==> src/pkg/pmrom_pkg.sv <==
// Package: constants and types for the page mode ROM read controller
package pmrom_pkg;
  localparam int ADDR_W = 21;
  localparam int DATA_W = 16;
  localparam int BYTE_W = 8;
  localparam int CLK_PERIOD_NS = 20;
  // Access times, worst case over both supply ranges
  localparam int ACCESS_NS = 100;
  localparam int PAGE_ACCESS_NS = 25;
  localparam int GATE_ACCESS_NS = 25;
  localparam int FLOAT_NS = 25;
  localparam int WIDTH_SWITCH_NS = 100;
  localparam int SKEW_NS = 10;
  localparam int POWERUP_WAIT_NS = 200;
  localparam int CNT_W = 5;
  // Least times round up
  localparam logic [CNT_W-1:0] ACCESS_CYC =
    CNT_W'((ACCESS_NS + CLK_PERIOD_NS - 1) / CLK_PERIOD_NS);
  localparam logic [CNT_W-1:0] PAGE_CYC =
    CNT_W'((PAGE_ACCESS_NS + CLK_PERIOD_NS - 1) / CLK_PERIOD_NS);
  localparam logic [CNT_W-1:0] GATE_CYC =
    CNT_W'((GATE_ACCESS_NS + CLK_PERIOD_NS - 1) / CLK_PERIOD_NS);
  localparam logic [CNT_W-1:0] FLOAT_CYC =
    CNT_W'((FLOAT_NS + CLK_PERIOD_NS - 1) / CLK_PERIOD_NS);
  localparam logic [CNT_W-1:0] WIDTH_CYC =
    CNT_W'((WIDTH_SWITCH_NS + CLK_PERIOD_NS - 1) / CLK_PERIOD_NS);
  localparam logic [CNT_W-1:0] POWERUP_CYC =
    CNT_W'((POWERUP_WAIT_NS + CLK_PERIOD_NS - 1) / CLK_PERIOD_NS);
  localparam logic [CNT_W-1:0] CNT_ONE = 5'h01;
  localparam logic [CNT_W-1:0] CNT_ZERO = 5'h00;
  // Gate polarity options
  localparam logic [1:0] GATE_LOW = 2'h0;
  localparam logic [1:0] GATE_HIGH = 2'h1;
  localparam logic [1:0] GATE_IGNORED = 2'h2;
  // Page address width above the byte lsb: small variant 2, large 3
  localparam int PAGE_BITS_SMALL = 2;
  localparam int PAGE_BITS_LARGE = 3;
  typedef enum logic [2:0] {
    PMR_POWERUP, PMR_IDLE, PMR_SETUP, PMR_WAIT, PMR_DONE, PMR_RELEASE
  } pmrom_state_t;
endpackage

==> src/pkg/pmrom_tmr_if.sv <==
// Interface between the sequencer and its wait timer
`timescale 1ns/100ps
interface pmrom_tmr_if;
  logic load;
  logic [pmrom_pkg::CNT_W-1:0] count;
  logic expired;
  modport ctrl (output load, output count, input expired);
  modport timer (input load, input count, output expired);
endinterface

==> src/pmrom_host.sv <==
// Host controller that reads a page mode mask ROM through its pins
`timescale 1ns/100ps
// Functional notes
// - Address settles within skew while selected
// - No skew limit outside chip select
// - Chip select high at power up
// - Chip select high 200 ns before reads
// - Other pins free during power-up wait
module pmrom_host #(
  parameter logic [1:0] GATE_OPTION = pmrom_pkg::GATE_LOW,
  parameter bit LARGE_PAGE = 1'b0
) (
  input wire logic I_MCLK,
  input wire logic I_SRST,
  input wire logic i_req,
  input wire logic i_word,
  input wire logic [pmrom_pkg::ADDR_W:0] i_addr,
  output logic o_ready,
  output logic o_rvalid,
  output logic [pmrom_pkg::DATA_W-1:0] o_rdata,
  output logic [pmrom_pkg::ADDR_W-1:0] o_rom_addr,
  output logic o_rom_cs_n,
  output logic o_rom_gate,
  output logic o_rom_word,
  output logic o_rom_d15_out,
  output logic o_rom_d15_oe,
  input wire logic [pmrom_pkg::DATA_W-2:0] i_rom_data,
  input wire logic i_rom_d15_in
);
  localparam int PAGE_BITS = LARGE_PAGE ? pmrom_pkg::PAGE_BITS_LARGE
                                        : pmrom_pkg::PAGE_BITS_SMALL;

  pmrom_tmr_if tmr ();

  pmrom_timer u_timer (
    .i_clk(I_MCLK),
    .i_rst(I_SRST),
    .tmr(tmr)
  );

  pmrom_pkg::pmrom_state_t state_ff, nxt_state;
  logic ready_ff, nxt_ready;
  logic rvalid_ff, nxt_rvalid;
  logic [pmrom_pkg::DATA_W-1:0] rdata_ff, nxt_rdata;
  logic [pmrom_pkg::ADDR_W-1:0] addr_ff, nxt_addr;
  logic cs_n_ff, nxt_cs_n;
  logic gate_on_ff, nxt_gate_on;
  logic gate_ff, nxt_gate;
  logic word_ff, nxt_word;
  logic d15_ff, nxt_d15;
  logic d15_oe_ff, nxt_d15_oe;
  logic page_ok_ff, nxt_page_ok;
  logic pwr_load_ff, nxt_pwr_load;
  logic same_page;
  logic [pmrom_pkg::ADDR_W:0] last_addr;
  logic [pmrom_pkg::DATA_W-1:0] sampled;

  // ****************************************************************
  // Page match and data sampling
  // ****************************************************************
  // In byte mode the request lsb goes out on the shared pin
  assign last_addr = {addr_ff, d15_ff};
  // Page field is the byte lsb plus PAGE_BITS address bits above it
  assign same_page = page_ok_ff && (i_word == word_ff) &&
    (i_addr[pmrom_pkg::ADDR_W:PAGE_BITS+1] ==
     last_addr[pmrom_pkg::ADDR_W:PAGE_BITS+1]);

  always_comb
  begin
    if (word_ff)
      sampled = {i_rom_d15_in, i_rom_data};
    else
      sampled = {8'h00, i_rom_data[pmrom_pkg::BYTE_W-1:0]};
  end

  // Gate level that enables the outputs for this option
  function automatic logic gate_level(input logic on);
    case (GATE_OPTION)
      pmrom_pkg::GATE_LOW: gate_level = !on;
      pmrom_pkg::GATE_HIGH: gate_level = on;
      default: gate_level = 1'b0;
    endcase
  endfunction

  // ****************************************************************
  // Sequencer
  // ****************************************************************
  always_comb
  begin
    nxt_state = state_ff;
    nxt_ready = 1'b0;
    nxt_rvalid = 1'b0;
    nxt_rdata = rdata_ff;
    nxt_addr = addr_ff;
    nxt_cs_n = cs_n_ff;
    nxt_gate_on = gate_on_ff;
    nxt_word = word_ff;
    nxt_d15 = d15_ff;
    nxt_d15_oe = d15_oe_ff;
    nxt_page_ok = page_ok_ff;
    tmr.load = 1'b0;
    tmr.count = pmrom_pkg::CNT_ZERO;
    case (state_ff)
      pmrom_pkg::PMR_POWERUP:
      begin
        nxt_cs_n = 1'b1;
        if (pwr_load_ff)
        begin
          tmr.load = 1'b1;
          tmr.count = pmrom_pkg::POWERUP_CYC;
        end
        else if (tmr.expired)
        begin
          nxt_state = pmrom_pkg::PMR_IDLE;
          nxt_ready = 1'b1;
        end
      end
      pmrom_pkg::PMR_IDLE:
      begin
        nxt_ready = 1'b1;
        if (i_req)
        begin
          nxt_ready = 1'b0;
          tmr.load = 1'b1;
          nxt_addr = i_addr[pmrom_pkg::ADDR_W:1];
          nxt_d15 = i_addr[0];
          nxt_d15_oe = !i_word;
          nxt_word = i_word;
          nxt_cs_n = 1'b0;
          nxt_gate_on = 1'b1;
          if (same_page)
            tmr.count = pmrom_pkg::PAGE_CYC;
          else if (i_word != word_ff)
            tmr.count = pmrom_pkg::WIDTH_CYC;
          else if (cs_n_ff)
            tmr.count = pmrom_pkg::ACCESS_CYC;
          else if (!gate_on_ff)
            tmr.count = pmrom_pkg::GATE_CYC;
          else
            tmr.count = pmrom_pkg::ACCESS_CYC;
          nxt_state = pmrom_pkg::PMR_WAIT;
        end
      end
      pmrom_pkg::PMR_WAIT:
      begin
        if (tmr.expired)
        begin
          nxt_rdata = sampled;
          nxt_rvalid = 1'b1;
          nxt_page_ok = 1'b1;
          nxt_state = pmrom_pkg::PMR_DONE;
        end
      end
      pmrom_pkg::PMR_DONE:
      begin
        // Stay selected for page hits; otherwise release the bus
        if (i_req && same_page)
        begin
          tmr.load = 1'b1;
          tmr.count = pmrom_pkg::PAGE_CYC;
          nxt_d15 = i_addr[0];
          nxt_addr = i_addr[pmrom_pkg::ADDR_W:1];
          nxt_state = pmrom_pkg::PMR_WAIT;
        end
        else
        begin
          nxt_cs_n = 1'b1;
          nxt_gate_on = 1'b0;
          nxt_page_ok = 1'b0;
          tmr.load = 1'b1;
          tmr.count = pmrom_pkg::FLOAT_CYC;
          nxt_state = pmrom_pkg::PMR_RELEASE;
        end
      end
      pmrom_pkg::PMR_RELEASE:
      begin
        if (tmr.expired)
        begin
          nxt_state = pmrom_pkg::PMR_IDLE;
          nxt_ready = 1'b1;
        end
      end
      default:
        nxt_state = pmrom_pkg::PMR_IDLE;
    endcase
    nxt_gate = gate_level(nxt_gate_on);
  end

  always_ff @(posedge I_MCLK)
  begin
    if (I_SRST)
    begin
      state_ff <= pmrom_pkg::PMR_POWERUP;
      ready_ff <= 1'b0;
      rvalid_ff <= 1'b0;
      rdata_ff <= 16'h0000;
      addr_ff <= 21'h000000;
      cs_n_ff <= 1'b1;
      gate_on_ff <= 1'b0;
      gate_ff <= gate_level(1'b0);
      word_ff <= 1'b1;
      d15_ff <= 1'b0;
      d15_oe_ff <= 1'b0;
      page_ok_ff <= 1'b0;
    end
    else
    begin
      state_ff <= nxt_state;
      ready_ff <= nxt_ready;
      rvalid_ff <= nxt_rvalid;
      rdata_ff <= nxt_rdata;
      addr_ff <= nxt_addr;
      cs_n_ff <= nxt_cs_n;
      gate_on_ff <= nxt_gate_on;
      gate_ff <= nxt_gate;
      word_ff <= nxt_word;
      d15_ff <= nxt_d15;
      d15_oe_ff <= nxt_d15_oe;
      page_ok_ff <= nxt_page_ok;
    end
  end

  // Power-up wait loads on the first cycle out of reset
  always_comb
  begin
    nxt_pwr_load = 1'b0;
  end
  always_ff @(posedge I_MCLK)
  begin
    if (I_SRST)
      pwr_load_ff <= 1'b1;
    else
      pwr_load_ff <= nxt_pwr_load;
  end

  assign o_ready = ready_ff;
  assign o_rvalid = rvalid_ff;
  assign o_rdata = rdata_ff;
  assign o_rom_addr = addr_ff;
  assign o_rom_cs_n = cs_n_ff;
  assign o_rom_gate = gate_ff;
  assign o_rom_word = word_ff;
  assign o_rom_d15_out = d15_ff;
  assign o_rom_d15_oe = d15_oe_ff;
endmodule

==> src/pmrom_timer.sv <==
// Down counter that times the bus phases of a ROM access
`timescale 1ns/100ps
module pmrom_timer (
  input wire logic i_clk,
  input wire logic i_rst,
  pmrom_tmr_if.timer tmr
);
  logic [pmrom_pkg::CNT_W-1:0] cnt_ff;
  logic [pmrom_pkg::CNT_W-1:0] nxt_cnt;

  always_comb
  begin
    nxt_cnt = cnt_ff;
    if (tmr.load)
      nxt_cnt = tmr.count;
    else if (cnt_ff != pmrom_pkg::CNT_ZERO)
      nxt_cnt = cnt_ff - pmrom_pkg::CNT_ONE;
  end

  always_ff @(posedge i_clk)
  begin
    if (i_rst)
      cnt_ff <= pmrom_pkg::CNT_ZERO;
    else
      cnt_ff <= nxt_cnt;
  end

  assign tmr.expired = !tmr.load && (cnt_ff == pmrom_pkg::CNT_ZERO);
endmodule

==> config.mk <==
export PLATFORM = sky130hd
export DESIGN_NAME = pmrom_host
export DESIGN_NICKNAME = d
export VERILOG_FILES = /design/src/pkg/pmrom_pkg.sv /design/src/pkg/pmrom_tmr_if.sv /design/src/pmrom_host.sv /design/src/pmrom_timer.sv
export SDC_FILE = /design/constraint.sdc
export NUM_CORES = 1
export LEC_CHECK = 0
export BUFFER_PORTS_ARGS = -buffer_cell sky130_fd_sc_hd__buf_4
export CAP_MARGIN = 20
export CORE_ASPECT_RATIO = 1.75
export CORE_MARGIN = 2
export CORE_UTILIZATION = 35
export CTS_BUF_LIST = sky130_fd_sc_hd__clkbuf_16
export DETAILED_ROUTE_END_ITERATION = 16
export PLACE_DENSITY = 0.56
export REMOVE_ABC_BUFFERS = 1
export SLEW_MARGIN = 5
export SYNTH_ARGS = -nofsm -noshare
export SYNTH_HDL_FRONTEND = slang
export SYNTH_HIERARCHICAL = 1
export SYNTH_SLANG_ARGS = --single-unit
==> constraint.sdc <==
create_clock -name I_MCLK -period 3.1 [get_ports I_MCLK]
set_input_delay 0.31 -clock I_MCLK [delete_from_list [all_inputs] [get_ports I_MCLK]]
set_output_delay 0.31 -clock I_MCLK [all_outputs]
set_load 0.02 [all_outputs]
==> flow_summary_export.csv <==
group,metric,value,unit
logic_synthesis,synth_edf_count,0,
setup_path,ff2ff_setup_slack,0.51,ns
floorplanning,dieHeight,118,µm
sta,drv_slew,0,
clocking,cts_resized,0,
setup_path,cp.required,3.30,ns
sta,skew,0.00723,ns
route,drtIter0Drc,94,
logic_synthesis,yosysMostFrequentCell,"dfxtp_1",
layout,drive_gt1_share,28.4,%
logic_synthesis,synth_cell_types,44,
layout,fillers,710,
logic_synthesis,synthCells,291,
floorplanning,io_pins,86,
floorplanning,initial_core_util,36.2,%
global_routing,track_usage,15.5,%
route,drtAntennaViolNets,0,
route,vias,2238,
logic_synthesis,synth_top_cell_by_area,"dfxtp_1",
outcome,status,"completed",
floorplanning,rows,41,
sta,finalSetupTns,0,ns
layout,areaGrowthSynthToFinish,32.8,%
clocking,cts_buffers,5,
sta,hold_viol,0,
sta,setup_viol,0,
clocking,htreeDepth,2,
setup_path,criticalPathCategory,"flop to flop",
route,drc,0,
route,avgRoutedWirePerCell,13.5,µm
hold_path,hold_start,"i_rom_data[1]",
placement,place.gp.congestion,0.772,
power_and_ir_drop,power_leakage,1.36,nW
clocking,cts_sinks,55,
clocking,clk_pin_slew_worst_paths,0.07,ns
hold_path,min_path_type,"input pin to flop",
sta,period_needed,2.59,ns
clocking,cts_hold_buf,0,
setup_path,cp-start-kind,"flop",
setup_path,r2r-end,"page_ok_ff$_SDFFE_PP0P_",
global_routing,grt_pass1_wl,10600,µm
setup_path,reg2regPathDepth,11,
sta,slew_headroom,56.7,%
layout,antennaDiodeCount,0,
power_and_ir_drop,cellPowerDensity,585,nW/µm²
run,cap_violations,0,
layout,nNetsFinal,415,
global_routing,grt_pass1_vias,2278,
placement,dpl.hpwl,4490,µm
logic_synthesis,synth_top_flop_cell,"dfxtp_1",
clocking,root_buffer,"clkbuf_16",
clocking,cts_tree,"yes",
sta,min_period_over_period,83.4,%
logic_synthesis,synth_common_cells,"55 x dfxtp_1, 40 x nand2b_1, 31 x nand2_1",
logic_synthesis,ys_seq_elements,55,
route,viasPerCell,4.88,
layout,layout.area.seq,1100,µm²
setup_path,crit_arrival,2.79,ns
logic_synthesis,synth_area,2620,µm²
logic_synthesis,yosys-top-cells-area,"dfxtp_1 42%, mux2i_1 9.6%, nand2b_1 9.6%",
layout,final_cell_area,3480,µm²
hold_path,hold_path_depth,3,
floorplanning,die_area,8220,µm²
logic_synthesis,async_reset_ff_share,0,%
floorplanning,core_area,7230,µm²
setup_path,end_kind,"flop",
layout,multi_input_comb_area,1400,µm²
hold_path,min_to,"o_rdata[1]$_SDFFE_PP0P_",
placement,port_buffers,85,
sta,tightest_slew,0.649,ns
global_routing,grt_overflow,0,
clocking,cts.path.max_buffers,2,
global_routing,grt_max_degree,79,
clocking,post_cts_buffers,0,
clocking,clock_latency,0.29,ns
logic_synthesis,avgSynthCellArea,9.00,µm²
sta,rsz0062_at_grt,"no",
placement,placed_area,3310,µm²
route,wirelength,6190,µm
setup_path,r2r-start,"state_ff[2]$_SDFFE_PP0P_",
logic_synthesis,ys_seq_area_share,42.0,%
power_and_ir_drop,peakVddDrop,341,µV
floorplanning,die_w,69.4,µm
setup_path,cp_max_fo,17,
global_routing,antenna_found_initial,0,
sta,fmax,0.387,GHz
logic_synthesis,synth_top_area_share,42.0,%
route,first_pass_iters,4,
logic_synthesis,yosysWarnings,6,
-- cell usage in the layout (no fill, tap or decap), types with 3 or more instances in the layout --
master and count:
buf_4 91, dfxtp_1 55, nand2b_1 40, nand2_1 31, mux2i_1 25, a21oi_1 20, xnor2_1 17, nand3_1 14
nor2_1 11, o21ai_0 6, inv_1 6, clkbuf_16 5, or2b_1 4, nand3b_1 4, nor3_1 4, xor2_1 3
nand4_1 3
-- metrics by stage --
step	power, mW	worst slack (ns)	std cells	util (%)	hold WS (ns)
global route	2.17	0.200	459	48.1	0.258
detailed placement	1.41	0.548	451	45.8	0.449
CTS	2.07	0.530	459	48.1	0.255
finish	2.04	0.513	459	48.1	0.260
floorplan	1.21	0.554	274	-	0.338
global placement	1.41	0.634	451	45.8	0.443
-- cell families (layout without fill, tap and decap cells) --
kind of cell    count (synthesis)  count (layout)  share of synthesized area, %
simple gates                  125             125                          26.1
buf+inv                        23             105                          4.63
other cells                     1               1                         0.143
xor+xnor                       21              21                          7.31
fa+ha+maj                       1               1                         0.477
compound gates                 40              40                          9.74
flops                          55              55                          42.0
mux                            25              25                          9.55
-- sequential cells by signal (all words and copies together), names as in the netlist, 3 cells and up, named ones only --
signal,flops
o_rdata,16
u_timer/cnt_ff,5
state_ff,3
o_rom_addr,21
-- worst max path at each step --
stage                                         from                      end  depth (start not counted)  slack, ns
after global placement    state_ff[2]$_SDFFE_PP0P_  page_ok_ff$_SDFFE_PP0P_                         11       0.63
after floorplan           state_ff[2]$_SDFFE_PP0P_  page_ok_ff$_SDFFE_PP0P_                         10       0.55
final                     state_ff[2]$_SDFFE_PP0P_  page_ok_ff$_SDFFE_PP0P_                         11       0.51
after CTS                 state_ff[2]$_SDFFE_PP0P_  page_ok_ff$_SDFFE_PP0P_                         11       0.53
after detailed placement  state_ff[2]$_SDFFE_PP0P_  page_ok_ff$_SDFFE_PP0P_                         11       0.55
after global routing      state_ff[2]$_SDFFE_PP0P_  page_ok_ff$_SDFFE_PP0P_                         11       0.20
-- layout make-up --
type / count / share of cell area (%)
flip-flops and latches: 55 / 31.6
clock inverters: 3 / 1.22
inverters: 6 / 0.647
multi-input cells: 213 / 40.2
repair buffers: 91 / 19.6
well taps: 86 / 3.09
clock buffers: 5 / 3.60
-- worst max-delay path, cell delays in order, from the launching register on --
cell and delay [ns]:
dfxtp_1 0.55, nor2_1 0.12, nand3_1 0.24, nand2_1 0.11
or3_1 0.37, inv_1 0.14, inv_1 0.11, nor2_1 0.16
and3_1 0.17, buf_4 0.22, nor2_1 0.06, a311oi_1 0.24
-- metal layers --
layer / global-route usage (%) / vias to the layer above / part of all wire, %
met5: 0 / - / 0
met4: 5.27 / 0 / 1.7
met3: 4.09 / 9 / 6.1
met2: 28.3 / 63 / 53
met1: 17.1 / 1025 / 39
li1: - / 1141 / -
-- power breakdown --
group          total, mW  internal [mW]  switching, mW
clock              0.643          0.382          0.261
sequential         0.850          0.778         0.0717
combinational      0.544          0.260          0.284
total               2.04           1.42          0.617
Power figures use the tool's default switching activity.
